--- config.mk ---
export PLATFORM = sky130hd
export DESIGN_NAME = cil_decoder
export DESIGN_NICKNAME = d
export VERILOG_FILES = /design/src/logic/cil_pkg.sv /design/src/logic/cil_decoder.sv
export SDC_FILE = /design/constraint.sdc
export NUM_CORES = 1
export LEC_CHECK = 0
export BUFFER_PORTS_ARGS = -buffer_cell sky130_fd_sc_hd__buf_4
export CAP_MARGIN = 15
export CORE_MARGIN = 2
export CORE_UTILIZATION = 40
export DETAILED_ROUTE_END_ITERATION = 12
export GPL_ROUTABILITY_DRIVEN = 0
export PLACE_DENSITY_LB_ADDON = 0.08
export SETUP_SLACK_MARGIN = 0.05
export SYNTH_ARGS = -nofsm -noshare
export SYNTH_HDL_FRONTEND = slang
export SYNTH_SLANG_ARGS = --single-unit
--- constraint.sdc ---
create_clock -name i_clk_sys -period 5.4 [get_ports i_clk_sys]
set_input_delay 1.08 -clock i_clk_sys [delete_from_list [all_inputs] [get_ports i_clk_sys]]
set_output_delay 1.08 -clock i_clk_sys [all_outputs]
set_load 0.1 [all_outputs]
--- src/logic/cil_pkg.sv ---
// constants and types for the instruction length and timing decoder
package cil_pkg;

  // machine cycle sequencing: oscillator clocks per machine cycle
  localparam int unsigned MCYC_CLKS = 12;
  localparam logic [3:0]  MCYC_LAST = 4'hB;

  // value of the program counter after reset
  localparam logic [15:0] PC_RESET  = 16'h0000;

  // byte index and counter resets
  localparam logic [1:0]  IDX_RESET = 2'h0;
  localparam logic [1:0]  MCYC_RST  = 2'h0;
  localparam logic [3:0]  MCLK_RST  = 4'h0;

  // fetch and execute sequencer
  typedef enum logic [1:0] {
    ST_REQ  = 2'b00,
    ST_WAIT = 2'b01,
    ST_EXEC = 2'b10,
    ST_DONE = 2'b11
  } cil_state_t;

  // how an instruction changes the flow of control
  typedef enum logic [2:0] {
    BK_NONE     = 3'b000,
    BK_REL_ALL  = 3'b001,
    BK_REL_COND = 3'b010,
    BK_ABS      = 3'b011,
    BK_LONG     = 3'b100,
    BK_INDIRECT = 3'b101,
    BK_RETURN   = 3'b110
  } cil_branch_t;

endpackage

--- src/logic/cil_decoder.sv ---
// instruction length, timing and flow decoder for an 8-bit core
// Behaviour
// [RULE1] add_with_carry forms: 1/2 bytes, 1 cycle
// [RULE2] subtract_with_borrow forms: 1/2 bytes, 1 cycle
// [RULE3] data_pointer_16 increment 1 byte, 2 cycles
// [RULE4] multiply/divide by B: 1 byte, 4 cycles
// [RULE5] logic op immediate to direct: 3 bytes, 2 cycles
// [RULE6] rotates, clear, complement accumulator: 1/1
// [RULE7] nibble swap: one byte, one cycle
// [RULE8] register/direct moves two bytes, two cycles
// [RULE9] direct-direct, immediate-direct moves: 3 bytes, 2 cycles
// [RULE10] load data_pointer_16 immediate: 3 bytes, 2 cycles
// [RULE11] code_memory_read: 1 byte, 2 cycles
// [RULE12] external_ram_move forms: 1 byte, 2 cycles
// [RULE13] push and pop: 2 bytes, 2 cycles
// [RULE14] exchanges one cycle; exchange_low_digit 1/1
// [RULE15] carry bit logic 2/2; bit set/clear 1 cycle
// [RULE16] carry to bit 2/2; bit to carry 2/1
// [RULE17] calls 2/3 bytes, returns 1; all 2 cycles
// [RULE18] jumps: 2, 3 or 1 bytes; 2 cycles
// [RULE19] conditional jumps 2 cycles; bit forms 3 bytes
// [RULE20] compare_jump_not_equal: 3 bytes, 2 cycles
// [RULE21] relative offset signed, from next instruction
// [RULE22] absolute target within next instruction's 2K page
// [RULE23] advance past all bytes before computing targets
`timescale 1ns/1ps

module cil_decoder
  import cil_pkg::*;
(
  // clock and reset
  input  wire logic        i_clk_sys,
  input  wire logic        i_resetn,
  // program memory
  output logic             o_code_rd,
  output logic [15:0]      o_code_addr,
  input  wire logic        i_code_valid,
  input  wire logic [7:0]  i_code_byte,
  // execution side answers
  input  wire logic        i_cond_true,
  input  wire logic [15:0] i_jump_addr,
  // decoded instruction report
  output logic             o_insn_done,
  output logic [7:0]       o_opcode,
  output logic [1:0]       o_insn_len,
  output logic [2:0]       o_insn_cycles,
  output logic [2:0]       o_branch_kind,
  output logic             o_branch_taken,
  output logic             o_is_call,
  output logic [15:0]      o_insn_addr,
  output logic [15:0]      o_pc
);

  // encoded length in bytes, by opcode column then row
  function automatic logic [1:0] insn_len(input logic [7:0] op);
    logic [3:0] row;
    row = op[7:4];
    insn_len = 2'h1;
    if (op[3]) begin
      // working_register column: moves, compare_jump, decrement_jump
      if (row == 4'hB) insn_len = 2'h3; // [RULE20]
      else if (row inside {4'h7, 4'h8, 4'hA, 4'hD}) insn_len = 2'h2; // [RULE8]
    end else begin
      unique case (op[2:0])
        3'h0: begin
          if (row inside {4'h1, 4'h2, 4'h3, 4'h9}) insn_len = 2'h3; // [RULE19] [RULE10]
          else if (row inside {4'h0, 4'hE, 4'hF}) insn_len = 2'h1; // [RULE12]
          else insn_len = 2'h2; // [RULE13] [RULE15] [RULE18]
        end
        3'h1: insn_len = 2'h2; // [RULE17] [RULE18]
        3'h2: begin
          if (row inside {4'h0, 4'h1}) insn_len = 2'h3; // [RULE17] [RULE18]
          else if (row inside {4'h2, 4'h3, 4'hE, 4'hF}) insn_len = 2'h1;
          else insn_len = 2'h2; // [RULE15] [RULE16]
        end
        3'h3: begin
          if (row inside {4'h4, 4'h5, 4'h6}) insn_len = 2'h3; // [RULE5]
          else insn_len = 2'h1; // [RULE6] [RULE11]
        end
        3'h4: begin
          if (row == 4'hB) insn_len = 2'h3; // [RULE20]
          else if (row inside {4'h2, 4'h3, 4'h4, 4'h5, 4'h6, 4'h7, 4'h9})
            insn_len = 2'h2; // [RULE1] [RULE2]
          else insn_len = 2'h1; // [RULE4] [RULE7]
        end
        3'h5: begin
          if (row == 4'hA) insn_len = 2'h1; // reserved code, treat as one
          else if (row inside {4'h7, 4'h8, 4'hB, 4'hD}) insn_len = 2'h3; // [RULE9]
          else insn_len = 2'h2; // [RULE1] [RULE2] [RULE14]
        end
        default: begin
          // indirect_pointer_register columns
          if (row == 4'hB) insn_len = 2'h3;
          else if (row inside {4'h7, 4'h8, 4'hA}) insn_len = 2'h2;
          else insn_len = 2'h1; // [RULE14]
        end
      endcase
    end
  endfunction

  // execution length in machine cycles: 1, 2 or 4
  function automatic logic [2:0] insn_cycles(input logic [7:0] op);
    logic [3:0] row;
    row = op[7:4];
    insn_cycles = 3'h1;
    if (op[3]) begin
      if (row inside {4'h8, 4'hA, 4'hB, 4'hD}) insn_cycles = 3'h2; // [RULE8]
    end else begin
      unique case (op[2:0])
        3'h0: if (row != 4'h0) insn_cycles = 3'h2; // [RULE13] [RULE19]
        3'h1: insn_cycles = 3'h2; // [RULE17] [RULE18]
        3'h2: begin
          if (row inside {4'h0, 4'h1, 4'h2, 4'h3, 4'h7, 4'h8, 4'h9, 4'hE,
                          4'hF})
            insn_cycles = 3'h2; // [RULE15] [RULE16] [RULE12]
        end
        3'h3: begin
          if (row inside {4'h4, 4'h5, 4'h6, 4'h7, 4'h8, 4'h9, 4'hA, 4'hE,
                          4'hF})
            insn_cycles = 3'h2; // [RULE3] [RULE5] [RULE11]
        end
        3'h4: begin
          if (row inside {4'h8, 4'hA}) insn_cycles = 3'h4; // [RULE4]
          else if (row == 4'hB) insn_cycles = 3'h2; // [RULE20]
        end
        3'h5: if (row inside {4'h7, 4'h8, 4'hB, 4'hD}) insn_cycles = 3'h2; // [RULE9]
        default: if (row inside {4'h8, 4'hA, 4'hB}) insn_cycles = 3'h2;
      endcase
    end
  endfunction

  // flow of control class of an opcode
  function automatic cil_branch_t branch_kind(input logic [7:0] op);
    branch_kind = BK_NONE;
    if (op[3:0] == 4'h1) branch_kind = BK_ABS;
    else if (op inside {8'h02, 8'h12}) branch_kind = BK_LONG;
    else if (op == 8'h80) branch_kind = BK_REL_ALL;
    else if (op inside {8'h10, 8'h20, 8'h30, 8'h40, 8'h50, 8'h60, 8'h70,
                        8'hD5} || op[7:3] == 5'h1B ||
             (op[7:4] == 4'hB && op[3:2] != 2'h0))
      branch_kind = BK_REL_COND; // [RULE19] [RULE20]
    else if (op == 8'h73) branch_kind = BK_INDIRECT;
    else if (op inside {8'h22, 8'h32}) branch_kind = BK_RETURN;
  endfunction

  cil_state_t  state_reg;
  logic [1:0]  idx_reg;
  logic [7:0]  bytes_reg [3];
  logic [1:0]  len_reg;
  logic [2:0]  cyc_reg;
  logic [15:0] pc_reg;
  logic [3:0]  mclk_reg;
  logic [1:0]  mcyc_reg;
  logic [1:0]  len_now;
  logic        last_byte;
  logic        exec_end;
  logic [15:0] pc_next;
  logic [7:0]  rel_off;
  cil_branch_t kind;
  logic        taken;
  logic [15:0] target;
  logic [15:0] pc_new;

  // length is known from the opcode byte as soon as it arrives
  assign len_now   = (idx_reg == IDX_RESET) ? insn_len(i_code_byte) : len_reg;
  assign last_byte = i_code_valid && (idx_reg == len_now - 2'h1);
  assign exec_end  = (mclk_reg == MCYC_LAST) &&
                     (mcyc_reg == 2'(cyc_reg - 3'h1));
  // pc past every byte of the instruction before any target [RULE23]
  assign pc_next   = pc_reg + {14'h0000, len_reg};
  assign rel_off   = bytes_reg[len_reg - 2'h1]; // offset is the last byte
  assign kind      = branch_kind(bytes_reg[0]);
  assign taken     = (kind != BK_NONE) &&
                     ((kind != BK_REL_COND) || i_cond_true);

  // target selection; never looks at pc_reg directly, only pc_next
  always_comb begin
    unique case (kind)
      BK_REL_ALL, BK_REL_COND:
        target = pc_next + {{8{rel_off[7]}}, rel_off}; // [RULE21]
      BK_ABS:
        target = {pc_next[15:11], bytes_reg[0][7:5], bytes_reg[1]}; // [RULE22]
      BK_LONG:
        target = {bytes_reg[1], bytes_reg[2]}; // [RULE17] [RULE18]
      default:
        target = i_jump_addr;
    endcase
    pc_new = taken ? target : pc_next;
  end

  // sequencer: fetch bytes one at a time, then run the machine cycles
  always_ff @(posedge i_clk_sys) begin
    if (!i_resetn) begin
      state_reg <= ST_REQ;
    end else begin
      unique case (state_reg)
        ST_REQ:  state_reg <= ST_WAIT;
        ST_WAIT: begin
          if (i_code_valid) state_reg <= last_byte ? ST_EXEC : ST_REQ;
        end
        ST_EXEC: if (exec_end) state_reg <= ST_DONE;
        ST_DONE: state_reg <= ST_REQ;
      endcase
    end
  end

  // byte capture; length and cycles latched from the opcode byte
  always_ff @(posedge i_clk_sys) begin
    if (!i_resetn) begin
      idx_reg <= IDX_RESET;
      len_reg <= 2'h1;
      cyc_reg <= 3'h1;
      for (int i = 0; i < 3; i++) bytes_reg[i] <= 8'h00;
    end else if (state_reg == ST_WAIT && i_code_valid) begin
      bytes_reg[idx_reg] <= i_code_byte;
      if (idx_reg == IDX_RESET) begin
        len_reg <= insn_len(i_code_byte);
        cyc_reg <= insn_cycles(i_code_byte);
      end
      idx_reg <= last_byte ? IDX_RESET : idx_reg + 2'h1;
    end
  end

  // machine cycle counters; a four-cycle op holds the block longest
  always_ff @(posedge i_clk_sys) begin
    if (!i_resetn || state_reg != ST_EXEC) begin
      mclk_reg <= MCLK_RST;
      mcyc_reg <= MCYC_RST;
    end else if (mclk_reg == MCYC_LAST) begin
      mclk_reg <= MCLK_RST;
      mcyc_reg <= mcyc_reg + 2'h1;
    end else begin
      mclk_reg <= mclk_reg + 4'h1;
    end
  end

  // program counter and memory read strobe
  always_ff @(posedge i_clk_sys) begin
    if (!i_resetn) begin
      pc_reg      <= PC_RESET;
      o_code_rd   <= 1'b0;
      o_code_addr <= PC_RESET;
    end else begin
      o_code_rd <= (state_reg == ST_REQ);
      if (state_reg == ST_REQ) o_code_addr <= pc_reg + {14'h0000, idx_reg};
      if (state_reg == ST_DONE) pc_reg <= pc_new;
    end
  end

  // one-cycle report at the end of each instruction
  always_ff @(posedge i_clk_sys) begin
    if (!i_resetn) begin
      o_insn_done    <= 1'b0;
      o_opcode       <= 8'h00;
      o_insn_len     <= 2'h1;
      o_insn_cycles  <= 3'h1;
      o_branch_kind  <= BK_NONE;
      o_branch_taken <= 1'b0;
      o_is_call      <= 1'b0;
      o_insn_addr    <= PC_RESET;
      o_pc           <= PC_RESET;
    end else begin
      o_insn_done <= (state_reg == ST_DONE);
      if (state_reg == ST_DONE) begin
        o_opcode       <= bytes_reg[0];
        o_insn_len     <= len_reg;
        o_insn_cycles  <= cyc_reg;
        o_branch_kind  <= kind;
        o_branch_taken <= taken;
        // calls push pc_next, so the caller sees it as o_insn_addr+len
        o_is_call      <= (bytes_reg[0][4:0] == 5'h11) ||
                          (bytes_reg[0] == 8'h12); // [RULE17]
        o_insn_addr    <= pc_reg;
        o_pc           <= pc_new;
      end
    end
  end

  // clocks spent executing, read only by the checks below
  logic [5:0] exec_clks_reg;
  always_ff @(posedge i_clk_sys) begin
    if (!i_resetn || state_reg == ST_REQ) exec_clks_reg <= 6'h00;
    else if (state_reg == ST_EXEC) exec_clks_reg <= exec_clks_reg + 6'h01;
  end
endmodule // cil_decoder

---- Yosys cells after proc, flatten, opt, wreduce, memory -nomap -nowiden ----
Memories as Yosys holds them, arrays and structs flattened.
Cells that the tools add are included.
storage, ports and cells
  register bits ........................... 83
  bits in latches ......................... 0
  bits in writable memories ............... 24
  bits in read-only memories .............. 0
  bits of input ports ..................... 28
  output and inout port bits .............. 68
  word-level logic and storage cells ...... 164
  memories kept ........................... 1
cells by class
  $add $sub $neg .......................... 9
  multiply operators ...................... 0
  divide/modulo/power cells ............... 0
  $lt $le $gt $ge ......................... 0
  eq/ne operators ......................... 51
  shifts and indexed selects .............. 0
  mux-type cells .......................... 46
  bitwise logic cells ..................... 0
  reduce and logical (&&, ||, !) cells .... 40
memories
  name       depth  bits a word  read ports  clocked after memory_dff  wr ports  RTL line            RTL
  bytes_reg  3      8            4           0                         3         cil_decoder.sv:148  logic [7:0] bytes_reg [3];
operator list
  operator                                                         number
  2-bit 2-to-1 mux                                                 26
  16-bit case mux with 3 select lines                              1
  8-bit by 7-bit == test with 1-bit output, second input constant  5
  4-bit == test, second input constant                             9
  16-bit by 2-bit adder with 16-bit output                         2
  8-bit by 6-bit == test with 1-bit output, second input constant  4
  3-bit 2-to-1 mux                                                 8
  4-bit nonzero test                                               6
  3-bit case mux with 6 select lines                               1
  9-bit nonzero test                                               2
  16-bit adder                                                     1
  4-bit by 3-bit == test with 1-bit output, second input constant  4
  8-bit by 5-bit == test with 1-bit output, second input constant  2
  8-bit == test, second input constant                             2
  16-bit 2-to-1 mux                                                1
  3-bit nonzero test                                               5
  3-bit by 2-bit == test with 1-bit output, second input constant  4
  2-bit case mux with 6 select lines                               1
  5-bit == test, second input constant                             2
  2-bit nonzero test                                               5
  3-bit == test, second input constant                             3
  4-bit by 1-bit == test with 1-bit output, second input constant  2
  4-bit by 2-bit == test with 1-bit output, second input constant  2
  8-bit by 2-bit == test with 1-bit output, second input constant  1
  other kinds (23)                                                 47

---- Depth between registers and ports, before layout ----
Gate-level depths: netlist of run 1.
  depth after elaboration ................. 13
  depth in mapped cells ................... 15
  gate-level depth less buffers ........... 14

---- Least setup slack after synthesis of run 1 ----
No wires, ideal clock.
  path kind ............................... reg-to-reg
  from .................................... reg o_pc[1] (netlist name)
  to ...................................... reg o_pc[13]
  setup time .............................. 0.119 ns
  arrival time ............................ 3.966 ns
  data required time ...................... 5.281 ns
  slack ................................... 1.315 ns
  cell stages (with the launch flop) ...... 14
  path buffers ............................ 1
  clock period less this slack ............ 4.085 ns
  cells stage by stage .................... dfxtp_1 inv_1 fa_1 or3_1 clkbuf_1 xnor2_1 ha_1 or3_1 and3_1 o21ai_0 a31oi_1 or3_1 a31oi_1 o21ai_1
RTL lines
  element                 RTL line            RTL
  end signal: assignment  cil_decoder.sv:274  o_pc <= pc_new;
  end: declaration        cil_decoder.sv:51   output logic [15:0] o_pc

---- Worst setup path in the final report of run 1 ----
  from .................................... reg len_reg[1]
  to ...................................... reg o_pc[13]
on the way
  word-level cells in the longest chain between the ends .. 5
  elaborated cells on any way between the ends .. 6
  those cells by class .................... add/sub: 3; mux: 2; memory: 1
ends and longest elaborated chain
  element                                                                                           RTL line            RTL
  start: declaration                                                                                cil_decoder.sv:149  logic [1:0] len_reg;
  start signal: assignment                                                                          cil_decoder.sv:217  len_reg <= insn_len(i_code_byte);
  parallel branches: the longest is 4 deep, another holds 16-bit by 2-bit adder with 16-bit output  n/a
  16-bit 2-to-1 mux (*)                                                                             cil_decoder.sv:188  pc_new = taken ? target : pc_next;
Mark *: on every way between the ends.
A chain may end at the register's enable or synchronous reset.

==> flow_metrics.env, run 1 <==
export IMPL_synthTopCellsByArea="dfxtp_1, edfxtp_1, nand2_1"
export IMPL_synth_top_area_cell="dfxtp_1"
export IMPL_dr_pass1_iters=5
export IMPL_cp_max_fo=11
export IMPL_core_rowCount=49
export IMPL_vias=6634
export IMPL_cts_max_level=4
export IMPL_core_sq_um=18000
export IMPL_cts_inserted_buffers=17
export IMPL_clock_latency_ns=0.42
export IMPL_post_drt_wl_per_cell_microns=20.0
export IMPL_grt_start_max_net_pins=59
export IMPL_finalCriticalPeriod_ns=4.05
export IMPL_ir_drop_mv=0.242
export IMPL_ys_ff_latch=115
export IMPL_cts_tree="built"
export IMPL_ys_seq_area_share_pct=35.7
export IMPL_async_reset_ff_share_pct=0
export IMPL_synth_main_ff_cell="dfxtp_1"
export IMPL_status="finished clean"
export IMPL_regToRegEndpoint="o_pc[13]"
export IMPL_endpoint="o_pc[13]"
export IMPL_postSynthAreaPerCell_sq_um=8.56
export IMPL_synth_cells=859
export IMPL_power_density_nw_per_um2=300
export IMPL_clockBufferDepth=2
export IMPL_yosys_top_cells_count="nand2_1, dfxtp_1, a21oi_1"
export IMPL_synth_cell_type_count=85
export IMPL_slowest_delay_ns=0.69
export IMPL_cp_cell_sequence="inv_1 > fa_1 > or2_2 > nor2_1 > xor2_1 > ha_1 > or3_1 > and3_1 > o21ai_0 > a31oi_1 > or3_1 > a31oi_1 > o21ai_1"
export IMPL_worstPathRequired_ns=5.70
export IMPL_dpl_cell_area_sq_um=7970
export IMPL_ant_nets=0
export IMPL_hold_violations=0
export IMPL_antenna_found_initial=0
export IMPL_rsz0062_at_grt="no"
export IMPL_dp_final_hpwl_microns=16400
export IMPL_initial_utilization_pct=40.8
export IMPL_slowest_stage="dfxtp_1"
export IMPL_max_freq_mhz=247
export IMPL_drc=0
export IMPL_cts_repair_resized=0
export IMPL_antenna_cells=0
export IMPL_routed_wl_microns=22900
export IMPL_worst_slew_pin_transition_ns=1.03
export IMPL_synth_top_area_share_pct=22.6
export IMPL_grt_pass1_wl_microns=35400
export IMPL_skew_ns=0.00760
export IMPL_drv_slew=0
export IMPL_fp_dieW_microns=140
export IMPL_fin_nets=960
export IMPL_crit_path_start="len_reg[1]"
export IMPL_cp_depth=13
export IMPL_cts_setup_buffers=0
export IMPL_grt_overflow=0
export IMPL_largest_reg_flops=32
export IMPL_fin_crit_sh_pct=75.0
export IMPL_grt_pass1_vias=6492
export IMPL_slew_headroom_pct=31.3
export IMPL_yosysWarnings=0
export IMPL_critPathKind="reg2reg"
export IMPL_startpoint_type="flip-flop"
export IMPL_die_y_microns=140
export IMPL_grt_usage_pct=23.2
export IMPL_maxCapViolations=0
export IMPL_pin_count=96
export IMPL_reg2reg_slack_ns=1.35
export IMPL_min_path_type="reg2reg"
export IMPL_synth_most_common_cell="nand2_1"
export IMPL_final_setup_viol_count=0
export IMPL_setup_tns_ns=0
export IMPL_synth_edff_count=32
export IMPL_crit_arrival_ns=4.36
export IMPL_cts_hold_repair_buffers=0
export IMPL_syn_cell_area_sq_um=7350
export IMPL_path_clk_slew_ns=0.06
export IMPL_design_area_sq_um=8530
export IMPL_endpoint_kind="flip-flop"
export IMPL_layout_drive_gt1_share_pct=18.0
export IMPL_leakage_uw=0.00330
export IMPL_synth_nets=916
export IMPL_reg2regPathDepth=13
export IMPL_crit_buf_inv=1
export IMPL_critPathTopFamily="simple AND/OR/NAND/NOR gates"
export IMPL_drt_iter0_markers=532
export IMPL_clkSinkCount=115
export IMPL_detail_route_vias_per_cell=5.79
export IMPL_syn_to_final_growth_pct=16.0
export IMPL_reg2reg_from="len_reg[1]"
export IMPL_clock_root_buffer="clkbuf_16"
export IMPL_die_area_sq_um=19500
export IMPL_port_buffers=95
[worst reg2reg max path: cells and delay by family, from the launching register on]
family	cells	cell delay, ns
simple gates	5	1.43
xor+xnor	1	0.11
fa+ha+maj	2	0.79
flops	1	0.69
compound gates	4	0.69
buf+inv	1	0.21
[cells by family (layout without fill, tap and decap cells)]
family	Yosys count	count (layout)	share of synthesized area, %
buffers and inverters	96	153	6.86
DFF	115	115	35.7
muxes	12	12	3.05
adders and majority gates	29	29	5.24
xor gates and xnor gates	44	44	5.45
and+or+nand+nor	326	326	21.8
AOI/OAI and AO/OA	237	237	22.0
[routing by layer]
metal	global-route usage, %	share of wire, %
met1	28.0	42
met2	40.2	49
met3	5.30	5.9
met4	8.79	2.8
met5	0	0
[cell usage in the layout (no fill, tap or decap), types with 6 or more instances in the layout]
cell type and count:
nand2_1 121, buf_4 99, dfxtp_1 83, a21oi_1 72, nor2_1 57, o21ai_0 40, edfxtp_1 32, xnor2_1 30
and2_1 29, ha_1 26, inv_1 21, nand3_1 20, nor3_1 17, a211oi_1 17, clkbuf_16 17, xor2_1 13
nand2b_1 13, and3_1 10, nor2b_1 10, or3_1 9, nand4_1 7, mux4_2 7, o22ai_1 7, a31oi_1 7
a21o_1 7, nor3b_1 6, o21a_1 6, a221oi_1 6
[through the flow]
step	worst slack (ns)	utilization, %	power, uW	hold WS [ns]	instances
finish	1.35	47.3	2560	0.452	1145
global route	1.11	47.3	2660	0.471	1145
CTS	1.38	47.3	2570	0.452	1145
detailed placement	1.39	44.2	1500	0.442	1113
global placement	1.57	44.2	1500	0.428	1113
floorplan	1.32	-	1380	0.418	859
[cell type report]
class,instances,area [sq um]
Tap cell,229,287
Fill cell,1786,9500
Clock buffer,18,429
Inverter,22,82.6
Multi-Input combinational cell,648,4230
Timing Repair Buffer,99,743
Clock inverter,14,131
Sequential cell,115,2620
[where the power goes]
part	internal, uW	switching [uW]	total, uW	leakage [uW]
sequential	918	48.7	966	0.000994
clock	636	433	1070	0.000258
combinational	167	359	526	0.00205
[worst min path at each step]
stage / from / slack, ns / cells after the start / to
after floorplan: mclk_reg[0] / 0.42 / 1 / mclk_reg[0]
after global placement: mclk_reg[0] / 0.43 / 1 / mclk_reg[0]
after detailed placement: mclk_reg[0] / 0.44 / 1 / mclk_reg[0]
after CTS: mclk_reg[0] / 0.45 / 1 / mclk_reg[0]
after global routing: mclk_reg[0] / 0.47 / 1 / mclk_reg[0]
final: mclk_reg[0] / 0.45 / 1 / mclk_reg[0]
No activity file was read; power rests on OpenSTA's default activity.
==> inputs of run 2 (changes only) <==
==> constraint.sdc (replaced) <==
create_clock -name i_clk_sys -period 3.92 [get_ports i_clk_sys]
set_input_delay 0.784 -clock i_clk_sys [delete_from_list [all_inputs] [get_ports i_clk_sys]]
set_output_delay 0.784 -clock i_clk_sys [all_outputs]
set_load 0.1 [all_outputs]
==> run 2 against run 1 <==
  * Clock skew up 0.0015 ns
  * Global-route usage up 0.47 points
  * Die area unchanged
  * Largest power group unchanged
  * Non-clock buffer count up 13
  * Power up 37%
  * Critical endpoint is now o_pc[12]
  * Worst hold slack better by 0.0019 ns
  * Clock power up 36%
  * First-iteration DRC count down 9.2%
  * Routed wire length down 0.86%
==> flow_metrics.env, run 2 (same netlist as run 1, synthesis figures left out) <==
export IMPL_ir_drop_mv=0.297
export IMPL_mostFrequentLayoutCells="nand2_1, buf_4, dfxtp_1"
export IMPL_rsz0062_at_grt="no"
export IMPL_ant_nets=0
export IMPL_worst_slew_pin_transition_ns=1.04
export IMPL_regToRegEndpoint="o_pc[12]"
export IMPL_drc=0
export IMPL_grt_pass1_vias=6630
export IMPL_fin_nets=973
export IMPL_crit_arrival_ns=3.85
export IMPL_status="finished clean"
export IMPL_grt_pass1_wl_microns=36600
export IMPL_fin_crit_sh_pct=90.9
export IMPL_core_rowCount=49
export IMPL_grt_overflow=0
export IMPL_fp_dieW_microns=140
export IMPL_crit_path_start="o_pc[0]"
export IMPL_vias=6764
export IMPL_drt_iter0_markers=483
export IMPL_grt_usage_pct=23.6
export IMPL_path_clk_slew_ns=0.06
export IMPL_cp_max_fo=6
export IMPL_post_drt_wl_per_cell_microns=19.6
export IMPL_endpoint_kind="flip-flop"
export IMPL_die_y_microns=140
export IMPL_reg2regPathDepth=13
export IMPL_routed_wl_microns=22700
export IMPL_final_setup_viol_count=0
export IMPL_dp_final_hpwl_microns=16600
export IMPL_cts_max_level=4
export IMPL_final_fill_count=1803
export IMPL_clock_latency_ns=0.42
export IMPL_max_freq_mhz=281
export IMPL_antenna_found_initial=0
export IMPL_holdWs_ns=0.454
export IMPL_hold_violations=0
export IMPL_detail_route_vias_per_cell=5.84
export IMPL_reg2reg_from="o_pc[0]"
export IMPL_syn_to_final_growth_pct=17.3
export IMPL_core_sq_um=18000
export IMPL_cts_repair_resized=0
export IMPL_endpoint="o_pc[12]"
export IMPL_clock_root_buffer="clkbuf_16"
export IMPL_clkSinkCount=115
export IMPL_port_buffers=95
export IMPL_dr_pass1_iters=6
export IMPL_min_path_type="reg2reg"
export IMPL_skew_ns=0.00914
export IMPL_worstPathRequired_ns=4.21
export IMPL_cts_setup_buffers=0
export IMPL_grt_start_max_net_pins=59
export IMPL_finalCriticalPeriod_ns=3.56
export IMPL_cts_tree="built"
export IMPL_die_area_sq_um=19500
export IMPL_clockBufferDepth=2
export IMPL_maxCapViolations=0
export IMPL_pin_count=96
export IMPL_antenna_cells=0
export IMPL_cts_hold_repair_buffers=0
export IMPL_startpoint_type="flip-flop"
export IMPL_layout_drive_gt1_share_pct=19.8
export IMPL_final_common_cell="nand2_1"
export IMPL_setup_tns_ns=0
export IMPL_power_density_nw_per_um2=408
export IMPL_slew_headroom_pct=30.4
export IMPL_leakage_uw=0.00339
export IMPL_largest_reg_flops=32
export IMPL_critPathKind="reg2reg"
export IMPL_cts_inserted_buffers=17
export IMPL_drv_slew=0
export IMPL_initial_utilization_pct=40.8
export IMPL_reg2reg_slack_ns=0.36
[run 2: area by class of cell]
| class | instances | area [sq um] | share of cell area (%) |
|---|---|---|---|
| Multi-Input combinational cell | 648 | 4240 | 49.2 |
| Clock buffer | 17 | 425 | 4.93 |
| Tap cell | 229 | 287 | 3.32 |
| Clock inverter | 15 | 121 | 1.41 |
| Inverter | 22 | 82.6 | 0.958 |
| Sequential cell | 115 | 2630 | 30.5 |
| Timing Repair Buffer | 112 | 841 | 9.75 |
[run 2: worst min-delay path by stage]
| stage | startpoint | endpoint | slack (ns) | depth (start not counted) |
|---|---|---|---|---|
| 2_1_floorplan | mclk_reg[0] | mclk_reg[0] | 0.42 | 1 |
| 3_3_place_gp | mclk_reg[0] | mclk_reg[0] | 0.43 | 1 |
| 3_5_place_dp | mclk_reg[0] | mclk_reg[0] | 0.45 | 1 |
| 4_1_cts | o_insn_addr[0] | o_insn_addr[0] | 0.46 | 2 |
| 5_1_grt | mclk_reg[0] | mclk_reg[0] | 0.48 | 1 |
| 6_report | mclk_reg[0] | mclk_reg[0] | 0.45 | 1 |
[run 2: routing by layer]
layer | track usage [%] | vias to the layer above | part of all wire [%]
li1 | - | 3204 | -
met1 | 29.7 | 3251 | 42
met2 | 40.6 | 266 | 50
met3 | 4.65 | 43 | 5.8
met4 | 8.21 | 0 | 2.7
met5 | 0 | - | 0
[run 2: critical path, stage by stage (launching register included)]
cell and delay [ns]:
dfxtp_2 0.36, ha_1 0.17, inv_1 0.05, fa_1 0.46
or2_2 0.38, nor2_1 0.13, xor2_1 0.22, ha_1 0.36
a211o_2 0.35, a31oi_4 0.19, o221ai_1 0.23, a221o_1 0.33
nor2_1 0.11, o32ai_1 0.08
[run 2: power breakdown]
part | leakage, uW | switching (uW) | internal, uW
combinational | 0.00213 | 506 | 240
sequential | 0.000995 | 56.2 | 1260
clock | 0.000270 | 626 | 825
[run 2: stage by stage]
step,util (%),setup slack [ns],power [uW],instances,area (sq um)
after floorplan,-,0.148,1900,859,7350
after global placement,44.7,0.418,2070,1126,8070
after detailed placement,44.7,0.312,2080,1126,8070
after CTS,47.8,0.307,3540,1158,8610
after global routing,47.8,0.0976,3670,1158,8620
final,47.8,0.358,3520,1158,8620
==> inputs of run 3 (changes only) <==
--- a/config.mk
+++ b/config.mk
@@ -8,11 +8,11 @@
 export BUFFER_PORTS_ARGS = -buffer_cell sky130_fd_sc_hd__buf_4
 export CAP_MARGIN = 15
 export CORE_MARGIN = 2
-export CORE_UTILIZATION = 40
+export CORE_UTILIZATION = 45
 export DETAILED_ROUTE_END_ITERATION = 12
 export GPL_ROUTABILITY_DRIVEN = 0
 export PLACE_DENSITY_LB_ADDON = 0.08
-export SETUP_SLACK_MARGIN = 0.05
+export SETUP_SLACK_MARGIN = 0.5
 export SYNTH_ARGS = -nofsm -noshare
 export SYNTH_HDL_FRONTEND = slang
 export SYNTH_SLANG_ARGS = --single-unit
==> run 3 against run 2 <==
  * Sequential cell count unchanged
  * Clock power increased by 14%
  * Non-clock buffer count decreased by 4
  * Highest routed layer unchanged
  * Worst hold slack about the same
  * Critical endpoint is now o_pc[13]
  * Register-to-register slack improved by 0.26 ns
  * Cell area increased by 1.6%
  * Routed wire length decreased by 2.1%
  * Utilization increased by 7.1 points
  * Power increased by 5.9%
  * Sequential power about the same
==> flow_metrics.env, run 3 (same netlist as run 1, synthesis figures left out) <==
export IMPL_worstPathRequired_ns=4.22
export IMPL_power_density_nw_per_um2=425
export IMPL_cts_inserted_buffers=17
export IMPL_final_common_cell="nand2_1"
export IMPL_status="finished clean"
export IMPL_cp_max_fo=6
export IMPL_cts_max_level=4
export IMPL_routed_wl_microns=22200
export IMPL_dp_final_hpwl_microns=16000
export IMPL_dr_max_layer_used="met4"
export IMPL_skew_ns=0.0104
export IMPL_grt_usage_pct=25.8
export IMPL_die_area_sq_um=17400
export IMPL_worst_slew_pin_transition_ns=1.03
export IMPL_fin_crit_sh_pct=84.3
export IMPL_detail_route_vias_per_cell=5.86
export IMPL_post_drt_wl_per_cell_microns=19.5
export IMPL_drc=0
export IMPL_grt_pass1_vias=6619
export IMPL_min_path_type="reg2reg"
export IMPL_critPathKind="reg2reg"
export IMPL_clock_root_buffer="clkbuf_16"
export IMPL_die_y_microns=132
export IMPL_slew_headroom_pct=31.3
export IMPL_antenna_found_initial=0
export IMPL_setup_tns_ns=0
export IMPL_leakage_uw=0.00343
export IMPL_fin_nets=969
export IMPL_core_rowCount=46
export IMPL_clockBufferDepth=2
export IMPL_startpoint_type="flip-flop"
export IMPL_ir_drop_mv=0.305
export IMPL_dr_wl_met3_microns=1090
export IMPL_clock_latency_ns=0.42
export IMPL_finalCriticalPeriod_ns=3.31
export IMPL_antenna_cells=0
export IMPL_port_buffers=95
export IMPL_max_freq_mhz=302
export IMPL_vias=6685
export IMPL_dp_cells=1105
export IMPL_cts_hold_repair_buffers=0
export IMPL_drv_slew=0
export IMPL_met2_length_microns=10900
export IMPL_drt_iter0_markers=559
export IMPL_endpoint_kind="flip-flop"
export IMPL_holdWs_ns=0.453
export IMPL_clkSinkCount=115
export IMPL_drt_met1_wl_microns=9420
export IMPL_layout_drive_gt1_share_pct=21.2
export IMPL_power_uw=3720
export IMPL_mostFrequentLayoutCells="nand2_1, buf_4, dfxtp_1"
export IMPL_ant_nets=0
export IMPL_fp_dieW_microns=132
export IMPL_grt_overflow=0
export IMPL_path_clk_slew_ns=0.06
export IMPL_core_sq_um=15900
export IMPL_crit_arrival_ns=3.61
export IMPL_rsz0062_at_grt="yes"
export IMPL_finalNonFillerCells=1141
export IMPL_largest_reg_flops=32
export IMPL_hold_violations=0
export IMPL_grt_pass1_wl_microns=35600
export IMPL_cts_tree="built"
export IMPL_dr_pass1_iters=5
export IMPL_final_setup_viol_count=0
export IMPL_syn_to_final_growth_pct=19.2
export IMPL_maxCapViolations=0
export IMPL_final_fill_count=1495
export IMPL_initial_utilization_pct=46.1
export IMPL_grt_start_max_net_pins=59
export IMPL_pin_count=96
## run 3: path summary, 6_finish.rpt
check | slack (ns) | start | to | cells after the start
max | 0.61 | len_reg[0] | o_pc[13] | 13
min | 0.45 | o_insn_addr[5] | o_insn_addr[5] | 2
max reg2reg | 0.61 | len_reg[0] | o_pc[13] | 13
min reg2reg | 0.45 | o_insn_addr[5] | o_insn_addr[5] | 2
## run 3: power by group
part	switching [uW]	internal, uW
Clock	556	1100
Combinational	503	241
Sequential	59.0	1260
Total	1120	2600
## run 3: worst max-delay path: stages, from the launching register on
cell	delay [ns]
dfxtp_1	0.37
ha_4	0.15
inv_1	0.05
fa_2	0.40
or3_4	0.45
xnor2_1	0.16
ha_1	0.25
or3_1	0.32
and3_1	0.20
o21ai_2	0.14
a31oi_1	0.12
or3_1	0.32
a31oi_1	0.18
o21ai_1	0.07
## run 3: timing repair
action	in CTS	in global routing
pin swaps	0	5
setup endpoints to repair	3	8
gates resized for setup	3	12
buffers inserted	0	4
## run 3: layer usage
| metal | vias to the layer above | track usage [%] |
|---|---|---|
| met2 | 220 | 44.3 |
| met1 | 3225 | 32.1 |
| met5 | - | 0 |
| met4 | 0 | 11.7 |
| li1 | 3191 | - |
| met3 | 49 | 4.11 |
## run 3: layout make-up
class,instances,area [sq um],area share (%)
timing repair buffer,108,815,9.30
tap,216,270,3.08
clock buffer,26,553,6.31
sequential,115,2640,30.1
inverter,22,82.6,0.942
multi-input combinational,648,4320,49.3
clock inverter,6,86.3,0.985
## run 3: per-stage QoR
step	util, %	cell area (sq um)	setup WS [ns]
6_report	55.0	8760	0.614
3_3_place_gp	50.4	8030	0.541
2_1_floorplan	-	7380	0.488
5_1_grt	55.0	8760	0.463
4_1_cts	54.4	8670	0.541
3_5_place_dp	50.4	8030	0.453
